[src/verilog/dceic_pkg.sv]
package dceic_pkg;
  localparam int NCH = 8;
  localparam int NQD = 2;
  localparam int NALL = 10;
  localparam int CW = 4;
  localparam int NRG = 2;
  localparam int NEQ = 2;
  localparam int QDEPTH = 4;
  localparam int QPW = 2;
  localparam int SETW = 5;
  localparam int WORDW = 3;
  localparam int CODEW = 3;
  localparam int AW = 12;
  localparam logic [31:0] RST_VAL = 32'h0000_0000;
  localparam logic [11:0] OFF_EVT_PEND = 12'h000;
  localparam logic [11:0] OFF_EVT_CLR = 12'h004;
  localparam logic [11:0] OFF_EVT_SET = 12'h008;
  localparam logic [11:0] OFF_EVT_EN = 12'h00c;
  localparam logic [11:0] OFF_EVT_EN_SET = 12'h010;
  localparam logic [11:0] OFF_EVT_EN_CLR = 12'h014;
  localparam logic [11:0] OFF_INT_PEND = 12'h018;
  localparam logic [11:0] OFF_INT_CLR = 12'h01c;
  localparam logic [11:0] OFF_INT_EN = 12'h020;
  localparam logic [11:0] OFF_INT_EN_SET = 12'h024;
  localparam logic [11:0] OFF_INT_EN_CLR = 12'h028;
  localparam logic [11:0] OFF_Q_EN = 12'h02c;
  localparam logic [11:0] OFF_Q_EN_SET = 12'h030;
  localparam logic [11:0] OFF_Q_EN_CLR = 12'h034;
  localparam logic [11:0] OFF_SHADOW_LIM = 12'h038;
  localparam logic [11:0] OFF_CH_QSEL = 12'h038;
  localparam logic [11:0] OFF_Q_QSEL = 12'h03c;
  localparam logic [11:0] OFF_Q_MAP = 12'h040;
  localparam logic [11:0] OFF_CH_ACC = 12'h048;
  localparam logic [11:0] OFF_Q_ACC = 12'h050;
  localparam logic [11:0] OFF_MISSED = 12'h058;
  localparam logic [11:0] OFF_SECOND = 12'h05c;
  localparam logic [11:0] OFF_ERR_CLR = 12'h060;
  localparam logic [11:0] OFF_CC_STAT = 12'h064;
  localparam logic [11:0] OFF_TU_STAT = 12'h068;
  localparam logic [11:0] OFF_EARLY = 12'h06c;
  localparam logic [11:0] OFF_HIST = 12'h080;
  localparam int QMAP_SET_LSB = 0;
  localparam int QMAP_WORD_LSB = 8;
  localparam int CCST_Q1_LSB = 4;
  localparam int CCST_ACT_BIT = 8;
  localparam int SHADOW_BIT = 8;
  localparam int REGION_BIT = 6;
  localparam int IDX_BIT = 2;
  localparam int HIST_Q_BIT = 4;
endpackage : dceic_pkg

[src/verilog/dceic_top.sv]
`timescale 1ns/1ps
// What this block does
// - Event pending bits clear by writing one to the event clear register or when the event is taken for service.
// - Event enable bits set only by writing one to the enable set register.
// - Event enable bits clear only by writing one to the enable clear register.
// - Shadow region access reaches only channels enabled in that region's access enables.
// - A completion enabled in several regions raises each of those regions' interrupts.
// - Early completion is reported when the request is handed to the transfer unit.
// - Each queued channel map holds its parameter set and trigger word selection.
// - A write to an enabled queued channel's trigger word raises its event.
// - Writing one to the event set register manually triggers that channel.
// - A chained completion code raises a trigger event on that channel.
// - Peripheral pulses are latched; only pulses on enabled channels are serviced.
// - Completion interrupt asserts while an enabled interrupt pending bit is set.
// - Interrupt pending bits stay set until written in the interrupt clear register.
// - Interrupt enable bits are set through the interrupt enable set register.
// - Queued channel enables are set through the queued enable set register.
// - Each event goes to the event queue chosen by its queue select field.
// - Event queue entries stay readable after they are processed.
// - Controller and transfer unit activity are readable as status registers.
// - An event on a null parameter set sets missed and secondary bits.
module dceic_top (
  input wire logic pclk,
  input wire logic presetn,
  input wire logic pce,
  input wire logic psel,
  input wire logic penable,
  input wire logic pwrite,
  input wire logic [11:0] paddr,
  input wire logic [31:0] pwdata,
  output logic [31:0] prdata,
  output logic pready,
  output logic pslverr,
  input wire logic [7:0] periph_evt,
  input wire logic [9:0] parameter_ram_null,
  input wire logic parameter_ram_wr_valid,
  input wire logic [4:0] parameter_ram_wr_set,
  input wire logic [2:0] parameter_ram_wr_word,
  input wire logic cmpl_valid,
  input wire logic [2:0] cmpl_code,
  input wire logic cmpl_int_en,
  input wire logic cmpl_chain_en,
  input wire logic tu_busy,
  output logic tr_valid,
  output logic [3:0] tr_chan,
  output logic tr_queue,
  input wire logic tr_ready,
  output logic cmpl_irq,
  output logic [1:0] region_irq
);
  localparam int NCH = dceic_pkg::NCH;
  localparam int NALL = dceic_pkg::NALL;
  localparam int CW = dceic_pkg::CW;
  localparam int NEQ = dceic_pkg::NEQ;
  localparam int QDEPTH = dceic_pkg::QDEPTH;
  localparam int QPW = dceic_pkg::QPW;

  // ----------------------------------------
  // Register storage.
  // ----------------------------------------
  logic [NCH-1:0] evp_q, mset_q, ipr_q, ier_q, early_q;
  logic [dceic_pkg::NQD-1:0] qev_q;
  logic [NALL-1:0] en_q, qsel_q, emr_q, ser_q;
  logic [dceic_pkg::SETW-1:0] map_set_q [dceic_pkg::NQD];
  logic [dceic_pkg::WORDW-1:0] map_word_q [dceic_pkg::NQD];
  logic [NCH-1:0] region_channel_access_enable_q [dceic_pkg::NRG];
  logic [dceic_pkg::NQD-1:0] region_queued_access_enable_q [dceic_pkg::NRG];
  logic [NCH-1:0] ev_s1_q, ev_s2_q, ev_s3_q, ev_lvl_q;

  // ----------------------------------------
  // Bus decode.
  // ----------------------------------------
  logic shadow, rg, bad, wr;
  logic [11:0] off, base8, base32;
  logic [NALL-1:0] mask, wm;
  logic [31:0] rd_d;

  assign shadow = paddr[dceic_pkg::SHADOW_BIT];
  assign rg = paddr[dceic_pkg::REGION_BIT];
  assign off = shadow ? {6'h00, paddr[5:0]} : paddr;
  assign base8 = {off[11:3], 3'h0};
  assign base32 = {off[11:5], 5'h00};
  assign mask = shadow ? {region_queued_access_enable_q[rg], region_channel_access_enable_q[rg]} : '1;
  assign wm = pwdata[NALL-1:0] & mask;
  assign wr = psel & penable & pready & pwrite & ~bad;

  logic [NCH-1:0] event_clear_reg, event_set_reg, event_enable_set_reg, event_enable_clear_reg, interrupt_clear_reg, interrupt_enable_set_reg, iecr;
  logic [dceic_pkg::NQD-1:0] qesr, qecr, wq;
  logic [NALL-1:0] errclr, wa;

  assign wa = wr ? wm : '0;
  assign wq = wr ? (pwdata[dceic_pkg::NQD-1:0] & mask[NALL-1:NCH]) : '0;
  assign event_clear_reg = (off == dceic_pkg::OFF_EVT_CLR) ? wa[NCH-1:0] : '0;
  assign event_set_reg = (off == dceic_pkg::OFF_EVT_SET) ? wa[NCH-1:0] : '0;
  assign event_enable_set_reg = (off == dceic_pkg::OFF_EVT_EN_SET) ? wa[NCH-1:0] : '0;
  assign event_enable_clear_reg = (off == dceic_pkg::OFF_EVT_EN_CLR) ? wa[NCH-1:0] : '0;
  assign interrupt_clear_reg = (off == dceic_pkg::OFF_INT_CLR) ? wa[NCH-1:0] : '0;
  assign interrupt_enable_set_reg = (off == dceic_pkg::OFF_INT_EN_SET) ? wa[NCH-1:0] : '0;
  assign iecr = (off == dceic_pkg::OFF_INT_EN_CLR) ? wa[NCH-1:0] : '0;
  assign qesr = (off == dceic_pkg::OFF_Q_EN_SET) ? wq : '0;
  assign qecr = (off == dceic_pkg::OFF_Q_EN_CLR) ? wq : '0;
  assign errclr = (wr && off == dceic_pkg::OFF_ERR_CLR) ? pwdata[NALL-1:0] : '0;

  // ----------------------------------------
  // Peripheral event capture.
  // ----------------------------------------
  logic [NCH-1:0] ev_pulse;

  always_ff @(posedge pclk or negedge presetn) begin
    if (!presetn) begin
      ev_s1_q <= '0;
      ev_s2_q <= '0;
      ev_s3_q <= '0;
      ev_lvl_q <= '0;
    end else if (pce) begin
      ev_s1_q <= periph_evt;
      ev_s2_q <= ev_s1_q;
      ev_s3_q <= ev_s2_q;
      ev_lvl_q <= (ev_s2_q & ev_s3_q) | (ev_lvl_q & (ev_s2_q ^ ev_s3_q));
    end
  end

  assign ev_pulse = ev_s2_q & ev_s3_q & ~ev_lvl_q;

  // ----------------------------------------
  // Queued channel trigger words.
  // ----------------------------------------
  logic [dceic_pkg::NQD-1:0] qtrig;

  genvar gq;
  generate
    for (gq = 0; gq < dceic_pkg::NQD; gq++) begin : g_qtrig
      assign qtrig[gq] = parameter_ram_wr_valid & en_q[NCH+gq] & (parameter_ram_wr_set == map_set_q[gq]) &
                         (parameter_ram_wr_word == map_word_q[gq]);
    end
  endgenerate

  // ----------------------------------------
  // Prioritisation and queueing.
  // ----------------------------------------
  function automatic logic [CW:0] pick(input logic [NALL-1:0] v);
    logic [CW:0] r;
    r = '0;
    for (int i = NALL - 1; i >= 0; i--) begin
      if (v[i]) begin
        r = {1'b1, CW'(i)};
      end
    end
    return r;
  endfunction : pick

  logic [NALL-1:0] req;
  logic [CW:0] sel;
  logic [CW-1:0] sch;
  logic sq;
  logic [NEQ-1:0] full, empty;
  logic push, dead, launch, lq, acc;
  logic [NALL-1:0] used;
  logic [QPW:0] wp_q [NEQ], rp_q [NEQ];
  logic [CW-1:0] qmem_q [NEQ][QDEPTH];
  logic [QPW:0] cnt [NEQ];

  assign req = {qev_q, (evp_q & en_q[NCH-1:0]) | mset_q} & ~ser_q;
  assign sel = pick(req);
  assign sch = sel[CW-1:0];
  assign sq = qsel_q[sch];
  assign dead = sel[CW] & parameter_ram_null[sch];
  assign push = sel[CW] & ~parameter_ram_null[sch] & ~full[sq];
  assign used = (dead | push) ? (NALL'(1) << sch) : '0;

  genvar ge;
  generate
    for (ge = 0; ge < NEQ; ge++) begin : g_queue
      logic pop;
      assign pop = launch & (lq == ge);
      assign cnt[ge] = wp_q[ge] - rp_q[ge];
      assign empty[ge] = (wp_q[ge] == rp_q[ge]);
      assign full[ge] = (cnt[ge] == (QPW+1)'(QDEPTH));
      always_ff @(posedge pclk or negedge presetn) begin
        if (!presetn) begin
          wp_q[ge] <= '0;
          rp_q[ge] <= '0;
          for (int e = 0; e < QDEPTH; e++) begin
            qmem_q[ge][e] <= '0;
          end
        end else if (pce) begin
          if (push && sq == ge) begin
            qmem_q[ge][wp_q[ge][QPW-1:0]] <= sch;
            wp_q[ge] <= wp_q[ge] + 1'b1;
          end
          if (pop) begin
            rp_q[ge] <= rp_q[ge] + 1'b1;
          end
        end
      end
    end
  endgenerate

  // ----------------------------------------
  // Hand-off to the transfer unit.
  // ----------------------------------------
  logic [NCH-1:0] early_set;

  assign lq = empty[0];
  assign launch = (~tr_valid | tr_ready) & ~(&empty);
  assign acc = tr_valid & tr_ready;
  assign early_set = (acc & ~tr_chan[CW-1]) ? (early_q & (NCH'(1) << tr_chan[CW-2:0])) : '0;

  always_ff @(posedge pclk or negedge presetn) begin
    if (!presetn) begin
      tr_valid <= 1'b0;
      tr_chan <= '0;
      tr_queue <= 1'b0;
    end else if (pce) begin
      if (launch) begin
        tr_valid <= 1'b1;
        tr_chan <= qmem_q[lq][rp_q[lq][QPW-1:0]];
        tr_queue <= lq;
      end else if (tr_ready) begin
        tr_valid <= 1'b0;
      end
    end
  end

  // ----------------------------------------
  // Event, enable and error state.
  // ----------------------------------------
  logic [NCH-1:0] chain;
  logic [NALL-1:0] acc_clr;

  assign chain = (cmpl_valid & cmpl_chain_en) ? (NCH'(1) << cmpl_code) : '0;
  assign acc_clr = acc ? (NALL'(1) << tr_chan) : '0;

  always_ff @(posedge pclk or negedge presetn) begin
    if (!presetn) begin
      evp_q <= '0;
      mset_q <= '0;
      qev_q <= '0;
    end else if (pce) begin
      evp_q <= (evp_q & ~event_clear_reg & ~used[NCH-1:0]) | ev_pulse;
      mset_q <= (mset_q & ~used[NCH-1:0]) | event_set_reg | chain;
      qev_q <= (qev_q & ~used[NALL-1:NCH]) | qtrig;
    end
  end

  always_ff @(posedge pclk or negedge presetn) begin
    if (!presetn) begin
      en_q <= '0;
    end else if (pce) begin
      en_q[NCH-1:0] <= (en_q[NCH-1:0] | event_enable_set_reg) & ~event_enable_clear_reg;
      en_q[NALL-1:NCH] <= (en_q[NALL-1:NCH] | qesr) & ~qecr;
    end
  end

  always_ff @(posedge pclk or negedge presetn) begin
    if (!presetn) begin
      emr_q <= '0;
      ser_q <= '0;
    end else if (pce) begin
      emr_q <= (emr_q & ~errclr) | (dead ? used : '0) |
               {2'b00, ev_pulse & evp_q & ~event_clear_reg};
      ser_q <= (ser_q & ~errclr & ~acc_clr) | used;
    end
  end

  // ----------------------------------------
  // Completion and interrupts.
  // ----------------------------------------
  logic [NCH-1:0] cset;

  assign cset = ((cmpl_valid & cmpl_int_en) ? (NCH'(1) << cmpl_code) : '0) | early_set;

  always_ff @(posedge pclk or negedge presetn) begin
    if (!presetn) begin
      ipr_q <= '0;
      ier_q <= '0;
    end else if (pce) begin
      ipr_q <= (ipr_q & ~interrupt_clear_reg) | cset;
      ier_q <= (ier_q | interrupt_enable_set_reg) & ~iecr;
    end
  end

  always_ff @(posedge pclk or negedge presetn) begin
    if (!presetn) begin
      cmpl_irq <= 1'b0;
      region_irq <= '0;
    end else if (pce) begin
      cmpl_irq <= |(ipr_q & ier_q);
      for (int r = 0; r < dceic_pkg::NRG; r++) begin
        region_irq[r] <= |(ipr_q & ier_q & region_channel_access_enable_q[r]);
      end
    end
  end

  // ----------------------------------------
  // Configuration registers.
  // ----------------------------------------
  always_ff @(posedge pclk or negedge presetn) begin
    if (!presetn) begin
      qsel_q <= '0;
      early_q <= '0;
      for (int i = 0; i < dceic_pkg::NQD; i++) begin
        map_set_q[i] <= '0;
        map_word_q[i] <= '0;
      end
      for (int i = 0; i < dceic_pkg::NRG; i++) begin
        region_channel_access_enable_q[i] <= '0;
        region_queued_access_enable_q[i] <= '0;
      end
    end else if (pce && wr) begin
      if (off == dceic_pkg::OFF_CH_QSEL) begin
        qsel_q[NCH-1:0] <= pwdata[NCH-1:0];
      end
      if (off == dceic_pkg::OFF_Q_QSEL) begin
        qsel_q[NALL-1:NCH] <= pwdata[dceic_pkg::NQD-1:0];
      end
      if (off == dceic_pkg::OFF_EARLY) begin
        early_q <= pwdata[NCH-1:0];
      end
      if (base8 == dceic_pkg::OFF_Q_MAP) begin
        map_set_q[off[dceic_pkg::IDX_BIT]] <= pwdata[dceic_pkg::QMAP_SET_LSB +: dceic_pkg::SETW];
        map_word_q[off[dceic_pkg::IDX_BIT]] <= pwdata[dceic_pkg::QMAP_WORD_LSB +: dceic_pkg::WORDW];
      end
      if (base8 == dceic_pkg::OFF_CH_ACC) begin
        region_channel_access_enable_q[off[dceic_pkg::IDX_BIT]] <= pwdata[NCH-1:0];
      end
      if (base8 == dceic_pkg::OFF_Q_ACC) begin
        region_queued_access_enable_q[off[dceic_pkg::IDX_BIT]] <= pwdata[dceic_pkg::NQD-1:0];
      end
    end
  end

  // ----------------------------------------
  // Read mux and bus answer.
  // ----------------------------------------
  always_comb begin
    rd_d = dceic_pkg::RST_VAL;
    bad = shadow & (off >= dceic_pkg::OFF_SHADOW_LIM);
    unique case (off)
      dceic_pkg::OFF_EVT_PEND: rd_d[NCH-1:0] = evp_q & mask[NCH-1:0];
      dceic_pkg::OFF_EVT_SET: rd_d[NCH-1:0] = mset_q & mask[NCH-1:0];
      dceic_pkg::OFF_EVT_EN: rd_d[NCH-1:0] = en_q[NCH-1:0] & mask[NCH-1:0];
      dceic_pkg::OFF_INT_PEND: rd_d[NCH-1:0] = ipr_q & mask[NCH-1:0];
      dceic_pkg::OFF_INT_EN: rd_d[NCH-1:0] = ier_q & mask[NCH-1:0];
      dceic_pkg::OFF_Q_EN: rd_d[dceic_pkg::NQD-1:0] = en_q[NALL-1:NCH] & mask[NALL-1:NCH];
      dceic_pkg::OFF_CH_QSEL: rd_d[NCH-1:0] = qsel_q[NCH-1:0];
      dceic_pkg::OFF_Q_QSEL: rd_d[dceic_pkg::NQD-1:0] = qsel_q[NALL-1:NCH];
      dceic_pkg::OFF_MISSED: rd_d[NALL-1:0] = emr_q;
      dceic_pkg::OFF_SECOND: rd_d[NALL-1:0] = ser_q;
      dceic_pkg::OFF_EARLY: rd_d[NCH-1:0] = early_q;
      dceic_pkg::OFF_CC_STAT: begin
        rd_d[QPW:0] = cnt[0];
        rd_d[dceic_pkg::CCST_Q1_LSB +: QPW+1] = cnt[1];
        rd_d[dceic_pkg::CCST_ACT_BIT] = (|ser_q) | tr_valid;
      end
      dceic_pkg::OFF_TU_STAT: rd_d[0] = tu_busy;
      dceic_pkg::OFF_EVT_CLR, dceic_pkg::OFF_EVT_EN_SET, dceic_pkg::OFF_EVT_EN_CLR,
      dceic_pkg::OFF_INT_CLR, dceic_pkg::OFF_INT_EN_SET, dceic_pkg::OFF_INT_EN_CLR,
      dceic_pkg::OFF_Q_EN_SET, dceic_pkg::OFF_Q_EN_CLR, dceic_pkg::OFF_ERR_CLR: rd_d = dceic_pkg::RST_VAL;
      default: begin
        if (base8 == dceic_pkg::OFF_Q_MAP) begin
          rd_d[dceic_pkg::QMAP_SET_LSB +: dceic_pkg::SETW] = map_set_q[off[dceic_pkg::IDX_BIT]];
          rd_d[dceic_pkg::QMAP_WORD_LSB +: dceic_pkg::WORDW] = map_word_q[off[dceic_pkg::IDX_BIT]];
        end else if (base8 == dceic_pkg::OFF_CH_ACC) begin
          rd_d[NCH-1:0] = region_channel_access_enable_q[off[dceic_pkg::IDX_BIT]];
        end else if (base8 == dceic_pkg::OFF_Q_ACC) begin
          rd_d[dceic_pkg::NQD-1:0] = region_queued_access_enable_q[off[dceic_pkg::IDX_BIT]];
        end else if (base32 == dceic_pkg::OFF_HIST) begin
          rd_d[CW-1:0] = qmem_q[off[dceic_pkg::HIST_Q_BIT]][off[3:2]];
        end else begin
          bad = 1'b1;
        end
      end
    endcase
  end

  always_ff @(posedge pclk or negedge presetn) begin
    if (!presetn) begin
      pready <= 1'b0;
      prdata <= dceic_pkg::RST_VAL;
      pslverr <= 1'b0;
    end else if (pce) begin
      pready <= psel & ~penable;
      pslverr <= psel & ~penable & bad;
      if (psel && !penable) begin
        prdata <= (pwrite || bad) ? dceic_pkg::RST_VAL : rd_d;
      end
    end
  end

endmodule : dceic_top
[config.mk]
export PLATFORM = sky130hd
export DESIGN_NAME = dceic_top
export DESIGN_NICKNAME = d
export VERILOG_FILES = /design/src/verilog/dceic_pkg.sv /design/src/verilog/dceic_top.sv
export SDC_FILE = /design/constraint.sdc
export NUM_CORES = 1
export LEC_CHECK = 0
export BUFFER_PORTS_ARGS = -buffer_cell sky130_fd_sc_hd__clkbuf_2
export CAP_MARGIN = 20
export CORE_ASPECT_RATIO = 1.4
export CORE_UTILIZATION = 40
export DETAILED_ROUTE_END_ITERATION = 6
export HOLD_SLACK_MARGIN = 0.06
export PLACE_DENSITY_LB_ADDON = 0.3
export RECOVER_POWER = 100
export SLEW_MARGIN = 20
export SYNTH_ARGS = -nofsm -noshare
export SYNTH_HDL_FRONTEND = slang
export SYNTH_SLANG_ARGS = --single-unit
[constraint.sdc]
create_clock -name pclk -period 6.31 [get_ports pclk]
set_input_delay 0.3155 -clock pclk [delete_from_list [all_inputs] [get_ports pclk]]
set_output_delay 0.3155 -clock pclk [all_outputs]
set_load 0.03 [all_outputs]
-- Word-level counts from Yosys, hierarchy flattened
Index checks and enable logic that the tools add are counted.
- register bits after elaboration: 237
- output and inout bits: 43
- add/subtract/negate cells: 6
- order comparisons: 14
- equality and inequality tests: 33
- shift-type cells: 4
- muxes and demuxes: 112
- bitwise logic cells: 99
- reductions and logical operators: 37
- operators with widths (cell ; number):
    AND 8 bit ; 22
    two-way mux 8 bit ; 18
    == test 12 x 6 -> 1 bit, second input constant ; 8
    two-way mux 16 bit ; 6
    two-way mux 5 bit ; 15
    == test 12 x 7 -> 1 bit, second input constant ; 6
    OR 8 bit ; 9
    two-way mux 10 bit ; 5
    bitwise mux 16 bit ; 3
    == test 12 x 5 -> 1 bit, second input constant ; 4
    inverter 8 bit ; 6
    AND 10 bit ; 4
    two-way mux 4 bit ; 9
    one-hot mux 3 bit (11 select lines) ; 1
    two-way mux 2 bit ; 15
    inverter 10 bit ; 3
    AND reduction 2 bit ; 14
    == test 9 x 4 -> 1 bit, second input constant ; 3
    == test 12 x 4 -> 1 bit, second input constant ; 2
    OR reduction 8 bit ; 3
    AND 1 bit ; 23
    OR reduction 22 bit ; 1
    OR 10 bit ; 2
    one-hot mux 1 bit (10 select lines) ; 2
    55 further kinds ; 121

-- Longest topological paths before layout
Gate-level depths: netlist of run 1.
- depth in word-level cells: 25
- mapped depth: 12
- gate-level depth less buffers: 10

-- Worst setup path after synthesis of run 1
No wires, ideal clock.
- path kind: flip-flop to flip-flop
- start point: register evp_q[1]
- end point: register qmem_q[16] (netlist name)
- library setup time: 0.125 ns
- arrival time: 2.788 ns
- required time: 6.185 ns
- path slack: 3.397 ns
- cell stages (with the launch flop): 12
- buffers on the path: 1
- period minus slack after synthesis: 2.913 ns
- path through: dfrtp_1 -> a21oi_1 -> o22ai_2 -> a211oi_2 -> or2_1 -> buf_2 -> mux2i_1 -> mux2i_1 -> a211oi_4 -> nand4_2 -> nor2_2 -> mux2_2
- cells in the longest elaborated chain, start to end: 13
- ends and longest elaborated chain (element ; RTL line ; source):
    from (decl) ; dceic_top.sv:61 ; logic [NCH-1:0] evp_q, mset_q, ipr_q, ier_q, early_q;
    from (signal assigned) ; dceic_top.sv:240 ; evp_q <= (evp_q & ~event_clear_reg & ~used[NCH-1:0]) | ev_pulse;
    AND 8 bit * ; dceic_top.sv:163 ; assign req = {qev_q, (evp_q & en_q[NCH-1:0]) | mset_q} & ~ser_q;
    OR 8 bit * ; dceic_top.sv:163 ;
    AND 10 bit * ; dceic_top.sv:163 ;
    two-way mux 5 bit * (2 in series) ; dceic_top.sv:145 ; if (v[i]) begin
    binary-select mux 1 bit (select 4 bit) ; dceic_top.sv:166 ; assign sq = qsel_q[sch];
    two-way mux 1 bit (implied by the code) ; dceic_top.sv:166 ;
    two-way mux 1 bit (implied by the code) (2 in series) ; dceic_top.sv:168 ; assign push = sel[CW] & ~parameter_ram_null[sch] & ~full[sq];
    inverter 1 bit ; dceic_top.sv:168 ;
    AND 1 bit ; dceic_top.sv:168 ;
    logical AND 1 bit ; dceic_top.sv:187 ; if (push && sq == ge) begin
    AND reduction 2 bit (no line) ; -- ;
    to (signal, indexed assignment) ; dceic_top.sv:188 ; qmem_q[ge][wp_q[ge][QPW-1:0]] <= sch;
    to (decl) ; dceic_top.sv:160 ; logic [CW-1:0] qmem_q [NEQ][QDEPTH];
Every way passes the cells marked *; elsewhere a longest branch is shown, timed or not. The select of a mux whose other input is x is not followed.
A chain may end at the register's enable or synchronous reset.

-- Worst setup path in the final report of run 1
- start point: register evp_q[3]
- end point: register qmem_q[31] (netlist name)
- cells in the longest elaborated chain, start to end: 15
- ends and longest elaborated chain (element ; RTL line):
    AND 8 bit * ; dceic_top.sv:163
    OR 8 bit * ; dceic_top.sv:163
    AND 10 bit * ; dceic_top.sv:163
    two-way mux 5 bit * (4 in series) ; dceic_top.sv:145
    binary-select mux 1 bit (select 4 bit) ; dceic_top.sv:166
    two-way mux 1 bit (implied by the code) ; dceic_top.sv:166
    two-way mux 1 bit (implied by the code) (2 in series) ; dceic_top.sv:168
    inverter 1 bit ; dceic_top.sv:168
    AND 1 bit ; dceic_top.sv:168
    logical AND 1 bit ; dceic_top.sv:187
    AND reduction 2 bit (no line) ; --
Marked as above.

==> key figures, run 1 <==
Yosys
  – Async set-or-reset flop fraction in the synthesized netlist: 1.000
  – Syn. warnings: 0
  – Largest area contributor in the netlist: sky130_fd_sc_hd__dfrtp_1
  – Count of distinct cell types in the synthesized netlist: 75
  – Count leader, synth: sky130_fd_sc_hd__dfrtp_1
  – Share of the yosys chip area belonging to registers: 0.4453
  – Proportion of netlist area held by the largest area contributor: 0.4453
  – Top cells by area, synth: sky130_fd_sc_hd__dfrtp_1 (45%), sky130_fd_sc_hd__mux2_2 (9.7%), sky130_fd_sc_hd__nand2_1 (4.1%), sky130_fd_sc_hd__mux2i_1 (3.3%), sky130_fd_sc_hd__a21oi_1 (2.9%)
  – Syn_area_per_cell: 10.27 sq um
  – Mapped cell area: 0.01214 sq mm
  – Number of enable-type register cells in the synthesized netlist: 0
  – Leading cell types by count after synthesis: sky130_fd_sc_hd__dfrtp_1 (216), sky130_fd_sc_hd__nand2_1 (132), sky130_fd_sc_hd__mux2_2 (105), sky130_fd_sc_hd__nor2_1 (77), sky130_fd_sc_hd__a21oi_1 (70)
  – FF+latch count, synth: 216
  – Cell count after synthesis: 1,182
  – Most used DFF post-synth: sky130_fd_sc_hd__dfrtp_1

GRT
  – Total grt overflow: 0
  – Vias in the first global route: 9,970
  – Maximum number of pins on one net before global-route repair: 79
  – Antenna violations before repair: 0
  – Overall track demand over capacity in global routing: 0.2708
  – Global-route wire length before repair: 62,800 um

Timing
  – Max-slew violation count: 175
  – Maximum achievable frequency: 195.8 MHz
  – Setup repair after global routing missed its margin: false
  – Fin crit period: 5.108 ns
  – Count of final setup violators: 0
  – Total count of hold-check failures in the final report: 0
  – Aggregate negative setup slack: 0 ns
  – Largest clock skew in the final design: 0.01700 ns
  – Period Utilization, post-route: 0.8095
  – Slew at the pin with the worst max-slew slack: 4.281 ns
  – Relative slew slack: -1.854

Worst setup path
  – Depth of the worst register-to-register path: 10
  – Critical register-to-register path endpoint: qmem_q[31]$_DFFE_PN0P_
  – Worst r2r src: evp_q[3]$_DFFE_PN0P_
  – Slack of the worst reg-to-reg path: 1.20 ns
  – Critical path arrival: 5.52 ns
  – Max FO, Critical Path: 7
  – Crit path kind: register to register
  – Kind of start point of the critical path: register
  – Req. time, crit path: 6.72 ns
  – Worst setup EP type: register

Cells and area
  – Proportion of layout cells with a drive suffix above 1: 0.1789
  – Post-layout instance area: 0.01355 sq mm
  – Register area: 0.005405 sq mm
  – Area Growth Syn to Fin: 11.64%
  – Final cell utilization of the core: 0.4527
  – Area of the multi-input gates: 0.006270 sq mm
  – Layout filler cell count: 2,921
  – Diodes inserted: 0
  – Final Net Count: 1,374

Flow run
  – Max capacitance violation total: 3

Die
  – Io pins: 128
  – Std-Cell Core Area: 0.02994 sq mm
  – Area of the die: 0.03106 sq mm
  – Total number of placement rows: 75
  – Horizontal die dimension: 149.2 um
  – Die height: 208.1 um
  – Initial core utilization: 0.4055

Place
  – Weighted congestion reported at the end of routability-driven placement: 0.9726
  – Placed inst area: 0.01287 sq mm
  – IO Port Bufs: 85
  – Placed wire-length estimate after detailed placement: 30,770 um

Route
  – Highest routed layer: met4
  – Total length of routed met2 wires: 19,780 um
  – Count of TritonRoute iterations in the first routing pass: 7
  – Average routed wire per standard cell: 24.71 um
  – Via-to-Cell Ratio: 6.073
  – Remaining number of nets flagged by the antenna check after routing: 0
  – Wire length on met1: 16,390 um
  – DRT iter0 DRCs: 1,057
  – Via count: 10,110
  – Detailed-route DRC error count: 0
  – Wire length on met3: 2348 um
  – Routed wire length: 41,150 um

Pwr
  – Static Leak: 5.990 nW
  – Total power after layout: 4.801 mW
  – Power per standard cell area: 354.3 mW/mm^2
  – Max rail drop VDD: 0.2913 mV

Hold path
  – Origin of the worst min-delay path: tr_ready
  – Hold Path End: tr_valid$_DFFE_PN0P_
  – Hold path cells: 3
  – Path category of the worst min-delay check: input port to register

Clocking
  – Clock transition time at the flip-flop clock pins of the worst setup and hold paths: 0.08 ns
  – Count of clock tree sinks: 216
  – H-tree Lvls: 1
  – Bufs on Longest Clock Path: 3
  – Resized Gates After CTS: 0
  – TritonCTS clock tree: done
  – Clock latency on the worst-skew pair: 0.53 ns
  – CTS root buf: sky130_fd_sc_hd__clkbuf_16
  – Number of buffers added by the clock tree synthesis step: 23

Run status
  – Outcome: finished, violations left
  – Violated checks: capacitance limit, slew limit
==> worst max-delay path by stage <==
stage	startpoint	end	slack (ns)	cells after the start
6_report	evp_q[3]$_DFFE_PN0P_	qmem_q[31]$_DFFE_PN0P_	1.20	10
5_1_grt	evp_q[3]$_DFFE_PN0P_	qmem_q[31]$_DFFE_PN0P_	0.96	10
4_1_cts	evp_q[3]$_DFFE_PN0P_	mset_q[5]$_DFFE_PN0P_	2.09	10
3_3_place_gp	evp_q[3]$_DFFE_PN0P_	mset_q[6]$_DFFE_PN0P_	2.18	10
3_5_place_dp	evp_q[3]$_DFFE_PN0P_	mset_q[5]$_DFFE_PN0P_	2.09	10
2_1_floorplan	evp_q[1]$_DFFE_PN0P_	qmem_q[16]$_DFFE_PN0P_	3.40	11
==> registers in the layout (all words and copies together) (netlist names), 8 cells and up <==
register                        flops
ev_s2_q                             8
ev_s3_q                             8
ev_s1_q                             8
evp_q                               8
early_q                             8
ser_q                              10
emr_q                              10
qmem_q                             32
ipr_q                               8
map_set_q                          10
en_q                               10
qsel_q                             10
region_channel_access_enable_q     16
prdata                             11
ier_q                               8
ev_lvl_q                            8
mset_q                              8
==> cells in the final DEF, fill, tap and decap left out, types with 12 or more instances in the layout <==
master	netlist	routed
sky130_fd_sc_hd__conb_1	1	21
sky130_fd_sc_hd__clkbuf_16	0	23
sky130_fd_sc_hd__ha_1	22	22
sky130_fd_sc_hd__o22ai_1	18	19
sky130_fd_sc_hd__nand2b_1	14	14
sky130_fd_sc_hd__a22oi_1	22	22
sky130_fd_sc_hd__o21ai_0	42	42
sky130_fd_sc_hd__nand2_1	132	136
sky130_fd_sc_hd__nor2b_1	13	13
sky130_fd_sc_hd__a21oi_1	70	70
sky130_fd_sc_hd__nor3_1	18	17
sky130_fd_sc_hd__nand4_1	11	12
sky130_fd_sc_hd__dfrtp_1	216	216
sky130_fd_sc_hd__nor2_1	77	81
sky130_fd_sc_hd__clkbuf_2	0	60
sky130_fd_sc_hd__xnor2_1	17	17
sky130_fd_sc_hd__mux2_2	105	104
sky130_fd_sc_hd__mux2i_1	40	40
sky130_fd_sc_hd__inv_1	20	20
sky130_fd_sc_hd__clkbuf_1	31	32
sky130_fd_sc_hd__a31oi_1	18	18
sky130_fd_sc_hd__nand3_1	36	36
sky130_fd_sc_hd__mux2_1	0	14
==> per-layer routing <==
metal	vias to the layer above	track usage
met3	132	0.03048
met1	5042	0.3422
met5	-	0
met2	429	0.4439
met4	0	0.1580
li1	4508	-
==> kinds of logic (layout without fill, tap and decap cells) <==
logic type | count (synthesis) | in the layout | share of synthesized area
simple gates | 378 | 378 | 0.1513
compound gates | 279 | 279 | 0.1587
fa+ha+maj | 24 | 24 | 0.02598
other cells | 1 | 21 | 0.0003089
buf+inv | 88 | 166 | 0.03494
mux | 168 | 168 | 0.1632
flops | 216 | 216 | 0.4453
xor+xnor | 28 | 28 | 0.02020
==> worst max-delay path, cell delays in order (launching register included) <==
cell and delay [ns]:
sky130_fd_sc_hd__dfrtp_1 0.42, sky130_fd_sc_hd__a21oi_1 0.43, sky130_fd_sc_hd__o22ai_1 0.21, sky130_fd_sc_hd__a211oi_1 0.43
sky130_fd_sc_hd__or2_0 0.60, sky130_fd_sc_hd__mux2i_1 0.25, sky130_fd_sc_hd__mux2i_1 0.09, sky130_fd_sc_hd__a211oi_1 1.06
sky130_fd_sc_hd__nand4_1 0.44, sky130_fd_sc_hd__nor2_1 0.65, sky130_fd_sc_hd__mux2_2 0.42
==> through the flow <==
stage	cells	setup WS, ns	hold WS (ns)
floorplan	1202	3.397	0.01991
global placement	1615	2.175	0.3290
detailed placement	1615	2.091	0.3338
CTS	1665	2.095	0.08080
global route	1665	0.9642	0.09712
finish	1665	1.202	0.1019
==> timing repair <==
| item | CTS | global route |
|---|---|---|
| buffers inserted | 0 | 0 |
| hold endpoints to repair | 86 | 0 |
| endpoints found under the setup margin | 0 | 0 |
| hold buffers | 10 | 0 |
==> final cells by class <==
class                   count  share of cell area
inverters                  20            0.005540
repair buffers            106             0.04174
well taps                 385             0.03555
clock inverters             9            0.007202
multi-input cells         898              0.4627
flip-flops and latches    216              0.3989
clock buffers              31             0.04838
==> where the power goes <==
group | switching [mW] | leakage, nW | internal (mW) | total, mW
logic | 0.938 | 2.84 | 0.552 | 1.49
clock network | 0.587 | 0.375 | 0.807 | 1.39
registers | 0.306 | 2.77 | 1.61 | 1.92
Note: power is estimated with default switching activity, not from simulation.
==> run 2, diff against run 1 <==
Clock period 6.31 ns to 4.86 ns, I/O delays scaled along.
==> run 2 against run 1 <==
Compared with the run above:
- the flow still finishes with violations (capacitance limit, slew limit)
- flip-flop and latch count stayed put
- final area is 0.64% higher
- fmax is 21% higher
- sequential power is 30% higher
- non-clock buffer count is 10 higher
- count of clock-buffer cells in the layout is 4 higher
- wire length is 0.93% higher
- cell count is 0.66% higher
- critical path type unchanged
- largest power group unchanged
==> key figures, run 2 (same netlist as run 1, synthesis figures left out) <==
Die
  – Io pins: 128
  – Total number of placement rows: 75
  – Die height: 208.1 um
  – Std-Cell Core Area: 0.02994 sq mm
  – Initial core utilization: 0.4055
  – Horizontal die dimension: 149.2 um
  – Area of the die: 0.03106 sq mm

Clocking
  – CTS root buf: sky130_fd_sc_hd__clkbuf_16
  – TritonCTS clock tree: done
  – Clock latency on the worst-skew pair: 0.53 ns
  – Resized Gates After CTS: 0
  – Post-CTS setup buffer count: 0
  – Total of hold buffers inserted after clock tree synthesis: 15
  – Number of buffers added by the clock tree synthesis step: 23
  – Clock transition time at the flip-flop clock pins of the worst setup and hold paths: 0.07 ns
  – H-tree Lvls: 1
  – Count of clock tree sinks: 216
  – Bufs on Longest Clock Path: 3

Worst setup path
  – Slowest library cell on the worst path: sky130_fd_sc_hd__clkbuf_1
  – Critical register-to-register path endpoint: mset_q[7]$_DFFE_PN0P_
  – Critical path arrival: 4.64 ns
  – Worst setup EP type: register
  – Slack of the worst reg-to-reg path: 0.63 ns
  – Max FO, Critical Path: 18
  – Depth of the worst register-to-register path: 11
  – Cell chain of the critical path: a21oi_1 -> o22ai_1 -> a211oi_2 -> or2_0 -> mux2i_1 -> o221a_2 -> and4b_1 -> o21ai_2 -> clkbuf_1 -> nand2_1 -> a22o_1
  – Req. time, crit path: 5.28 ns
  – Highest cell delay on the worst timing path: 0.72 ns
  – Crit path kind: register to register
  – First element of the critical path: evp_q[3]$_DFFE_PN0P_
  – Worst r2r src: evp_q[3]$_DFFE_PN0P_
  – Kind of start point of the critical path: register

Cells and area
  – Final cell utilization of the core: 0.4555
  – Registers with the highest flip-flop counts: qmem_q: 32 flops, region_channel_access_enable_q: 16 flops, prdata: 11 flops
  – Layout filler cell count: 2,934
  – Area Growth Syn to Fin: 12.35%
  – Register ranked first by flip-flop count: qmem_q
  – Register area: 0.005405 sq mm
  – Max FFs per register: 32
  – Diodes inserted: 0
  – Area of the multi-input gates: 0.006287 sq mm
  – Most common cell after layout, fill and taps aside: sky130_fd_sc_hd__dfrtp_1
  – Commonest non-fill, non-tap cells in the layout: sky130_fd_sc_hd__dfrtp_1 (216), sky130_fd_sc_hd__nand2_1 (136), sky130_fd_sc_hd__mux2_2 (104)
  – Proportion of layout cells with a drive suffix above 1: 0.1820
  – Final Net Count: 1,384

Place
  – Placed wire-length estimate after detailed placement: 31,190 um
  – Weighted congestion reported at the end of routability-driven placement: 0.9903
  – IO Port Bufs: 85

Route
  – Via-to-Cell Ratio: 6.067
  – Remaining number of nets flagged by the antenna check after routing: 0
  – Count of TritonRoute iterations in the first routing pass: 7
  – Via count: 10,170
  – Routed wire length: 41,530 um
  – Detailed-route DRC error count: 0
  – DRT iter0 DRCs: 1,137
  – Average routed wire per standard cell: 24.78 um

Hold path
  – Hold Path End: early_q[7]$_DFFE_PN0P_
  – Origin of the worst min-delay path: pwdata[7]
  – Hold path cells: 2
  – Path category of the worst min-delay check: input port to register

Timing
  – Count of final setup violators: 0
  – Setup repair after global routing missed its margin: false
  – Max-slew violation count: 99
  – Fin crit period: 4.227 ns
  – Period Utilization, post-route: 0.8697
  – Total count of hold-check failures in the final report: 0
  – Slew at the pin with the worst max-slew slack: 2.530 ns
  – Relative slew slack: -0.6867
  – Largest clock skew in the final design: 0.01363 ns
  – Maximum achievable frequency: 236.6 MHz
  – Aggregate negative setup slack: 0 ns
  – Worst hold slack across all endpoints: 0.08762 ns

GRT
  – Antenna violations before repair: 0
  – Vias in the first global route: 9,889
  – Total grt overflow: 0
  – Maximum number of pins on one net before global-route repair: 99
  – Global-route wire length before repair: 62,750 um
  – Overall track demand over capacity in global routing: 0.2718

Pwr
  – Max rail drop VDD: 0.4576 mV
  – Total power after layout: 6.245 mW
  – Static Leak: 6.024 nW
  – Power per standard cell area: 458.0 mW/mm^2

Run status
  – Violated checks: capacitance limit, slew limit
  – Outcome: finished, violations left

Flow run
  – Max capacitance violation total: 1
-- run 2: worst max path at each step --
stage	endpoint	slack, ns	cells past startpoint
CTS	qmem_q[14]$_DFFE_PN0P_	1.06	10
floorplan	qmem_q[16]$_DFFE_PN0P_	1.95	11
detailed placement	qmem_q[11]$_DFFE_PN0P_	1.08	10
finish	mset_q[7]$_DFFE_PN0P_	0.63	11
global placement	qmem_q[13]$_DFFE_PN0P_	1.07	10
global route	region_channel_access_enable_q[7]$_DFFE_PN0P_	0.50	11
-- run 2: critical path, delay by kind of cell (launching register included) --
kind | cells | cell delay [ns]
DFF | 1 | 0.43
buffers and inverters | 1 | 0.72
AOI/OAI and AO/OA | 6 | 1.72
muxes | 1 | 0.17
and+or+nand+nor | 3 | 1.06
-- run 2: power by group --
group          switching, mW  internal (mW)
clock network          0.769           1.02
registers              0.395           2.09
logic                   1.24          0.733
-- run 2: stage by stage --
step | area [sq um] | cells | worst slack, ns
final | 13640 | 1676 | 0.6334
after global routing | 13640 | 1676 | 0.5012
after CTS | 13800 | 1676 | 1.060
after detailed placement | 12910 | 1620 | 1.078
after global placement | 12910 | 1620 | 1.067
after floorplan | 12210 | 1202 | 1.947
-- run 2: metal layers --
layer,track usage,routed length [um],vias up
met5,0,0,-
met4,0.1450,2446,0
met3,0.03596,2547,119
met2,0.4513,20080,479
met1,0.3410,16460,5053
li1,-,-,4517
-- run 2: area by class of cell --
cell class / instances / area share
Tap cell: 385 / 0.03532
Sequential cell: 216 / 0.3964
Multi-Input combinational cell: 898 / 0.4611
Inverter: 20 / 0.005505
Clock buffer: 35 / 0.04991
Timing Repair Buffer: 116 / 0.04716
Clock inverter: 6 / 0.004679
==> run 3, diff against run 2 <==
Clock period 4.86 ns to 4.7 ns, I/O delays scaled along.
==> run 3 against run 2 <==
Compared with the run above:
- the flow still finishes with violations (capacitance limit, slew limit)
- sequential share of layout area hardly changed
- power is 2.4% higher
- cell count stayed put
- utilization hardly changed
- via count is 0.71% lower
- critical path depth is 1 higher
- final area hardly changed
- die area stayed put
- clock skew is 0.00069 ns lower
- hold slack better by 0.0084 ns
- flip-flop and latch count stayed put
- worst setup slack worse by 0.085 ns
==> key figures, run 3 (same netlist as run 1, synthesis figures left out) <==
Run status
  – Outcome: finished, violations left
  – Violated checks: capacitance limit, slew limit

Worst setup path
  – Worst setup EP type: register
  – Slack of the worst reg-to-reg path: 0.55 ns
  – Slowest library cell on the worst path: sky130_fd_sc_hd__and2b_1
  – Req. time, crit path: 5.10 ns
  – Max FO, Critical Path: 9
  – Crit path kind: register to register
  – Cell chain of the critical path: a21oi_1 -> o22ai_1 -> clkbuf_1 -> nor4_1 -> and2b_1 -> clkbuf_1 -> nand2_1 -> o21ai_0 -> a211oi_4 -> and4_1 -> nand2_1 -> mux2_1
  – Kind of start point of the critical path: register
  – Highest cell delay on the worst timing path: 0.44 ns
  – Critical path arrival: 4.56 ns

Clocking
  – Bufs on Longest Clock Path: 3
  – Clock transition time at the flip-flop clock pins of the worst setup and hold paths: 0.07 ns
  – Number of buffers added by the clock tree synthesis step: 23
  – Resized Gates After CTS: 0
  – H-tree Lvls: 1
  – Total of hold buffers inserted after clock tree synthesis: 14
  – TritonCTS clock tree: done
  – Count of clock tree sinks: 216
  – Clock latency on the worst-skew pair: 0.53 ns
  – CTS root buf: sky130_fd_sc_hd__clkbuf_16
  – Post-CTS setup buffer count: 0

Route
  – Via-to-Cell Ratio: 6.024
  – Count of TritonRoute iterations in the first routing pass: 5
  – Detailed-route DRC error count: 0
  – DRT iter0 DRCs: 766
  – Remaining number of nets flagged by the antenna check after routing: 0
  – Via count: 10,100
  – Routed wire length: 40,920 um
  – Average routed wire per standard cell: 24.41 um

Timing
  – Total count of hold-check failures in the final report: 0
  – Slew at the pin with the worst max-slew slack: 2.648 ns
  – Worst hold slack across all endpoints: 0.09600 ns
  – Period Utilization, post-route: 0.8832
  – Count of final setup violators: 0
  – Fin crit period: 4.151 ns
  – Setup repair after global routing missed its margin: false
  – Max-slew violation count: 104
  – Aggregate negative setup slack: 0 ns
  – Maximum achievable frequency: 240.9 MHz
  – Setup ws final: 0.5489 ns
  – Relative slew slack: -0.7650
  – Largest clock skew in the final design: 0.01295 ns

Cells and area
  – Diodes inserted: 0
  – Register ranked first by flip-flop count: qmem_q
  – Max FFs per register: 32
  – Registers with the highest flip-flop counts: qmem_q: 32 flops, region_channel_access_enable_q: 16 flops, prdata: 11 flops
  – Area Growth Syn to Fin: 12.42%
  – Final Net Count: 1,385
  – Proportion of layout cells with a drive suffix above 1: 0.1882
  – Most common cell after layout, fill and taps aside: sky130_fd_sc_hd__dfrtp_1
  – Commonest non-fill, non-tap cells in the layout: sky130_fd_sc_hd__dfrtp_1 (216), sky130_fd_sc_hd__nand2_1 (135), sky130_fd_sc_hd__mux2_2 (105)

Pwr
  – Static Leak: 6.040 nW
  – Comb pwr share: 0.317
  – Flop pwr share: 0.402
  – Clock network fraction of design power: 0.281
  – Max rail drop VDD: 0.2961 mV
  – Power dissipated by switching net loads: 2.456 mW
  – Switching share of total power: 0.3839
  – Cell internal power dissipation: 3.941 mW
  – Power per standard cell area: 468.8 mW/mm^2

GRT
  – Overall track demand over capacity in global routing: 0.2677
  – Global-route wire length before repair: 62,170 um
  – Maximum number of pins on one net before global-route repair: 114
  – Total grt overflow: 0
  – Vias in the first global route: 10,020
  – Antenna violations before repair: 0

Die
  – Io pins: 128
  – Std-Cell Core Area: 0.02994 sq mm
  – Total number of placement rows: 75
  – Horizontal die dimension: 149.2 um
  – Die height: 208.1 um
  – Area of the die: 0.03106 sq mm
  – Initial core utilization: 0.4055

Place
  – Post-Place Worst Slack: 0.8305 ns
  – Weighted congestion reported at the end of routability-driven placement: 1.005
  – IO Port Bufs: 85
  – Placed wire-length estimate after detailed placement: 30,870 um

Flow run
  – Max capacitance violation total: 1

Hold path
  – Path category of the worst min-delay check: input port to register
run 3: cell count changes in the layout (fill, tap and decap cells not counted), sizes merged:
cell / previous run / this run
buf: 9 / 13
clkbuf: 127 / 116
dlygate4sd3: 15 / 14
clkinv: 3 / 10
bufinv: 1 / 2
run 3: per-stage QoR:
step	cell area, sq um	power (mW)	utilization	instances
CTS	13780	6.458	0.4605	1676
global route	13650	6.691	0.4558	1676
detailed placement	12930	4.635	0.4319	1622
finish	13650	6.397	0.4558	1676
global placement	12930	4.609	0.4319	1622
floorplan	12210	3.877	-	1202
run 3: power groups by stage:
stage	Clock [mW]	Sequential, mW	Combinational [mW]
floorplan	0	2.45	1.43
global placement	0	2.58	2.03
detailed placement	0	2.59	2.04
CTS	1.83	2.56	2.07
global route	1.90	2.60	2.18
finish	1.80	2.57	2.03
run 3: layout make-up:
cell class | count | area, sq um
clock buffer | 26 | 586.8
clock inverter | 14 | 128.9
fill | 2893 | 16290
inverter | 20 | 75.07
multi-input combinational | 898 | 6304
sequential | 216 | 5405
tap | 385 | 481.7
timing repair buffer | 117 | 664.4
run 3: critical path, delay by kind of cell, from the launching register on:
family	cells	cell delay (ns)
AND/OR/NAND/NOR	5	1.54
AO/OA/AOI/OAI	4	1.09
buffers and inverters	2	0.59
flip-flops	1	0.43
multiplexers	1	0.36
run 3: worst paths after layout:
path                       depth (start not counted)                     to                 start
hold reg to reg                                    1    pslverr$_DFFE_PN0P_   pslverr$_DFFE_PN0P_
min in group asynchronous                          2   ipr_q[4]$_DFFE_PN0P_               presetn
setup reg to reg                                  12  qmem_q[8]$_DFFE_PN0P_  evp_q[3]$_DFFE_PN0P_
max in group asynchronous                          3   emr_q[0]$_DFFE_PN0P_               presetn
hold / removal                                     2  qsel_q[7]$_DFFE_PN0P_             pwdata[7]
setup / recovery                                  12  qmem_q[8]$_DFFE_PN0P_  evp_q[3]$_DFFE_PN0P_
run 3: metal layers:
layer,up-vias,part of all wire,GRT usage
met2,416,0.49,0.4524
li1,4539,-,-
met1,5026,0.40,0.3289
met4,0,0.059,0.1506
met5,-,0,0
met3,115,0.054,0.02982
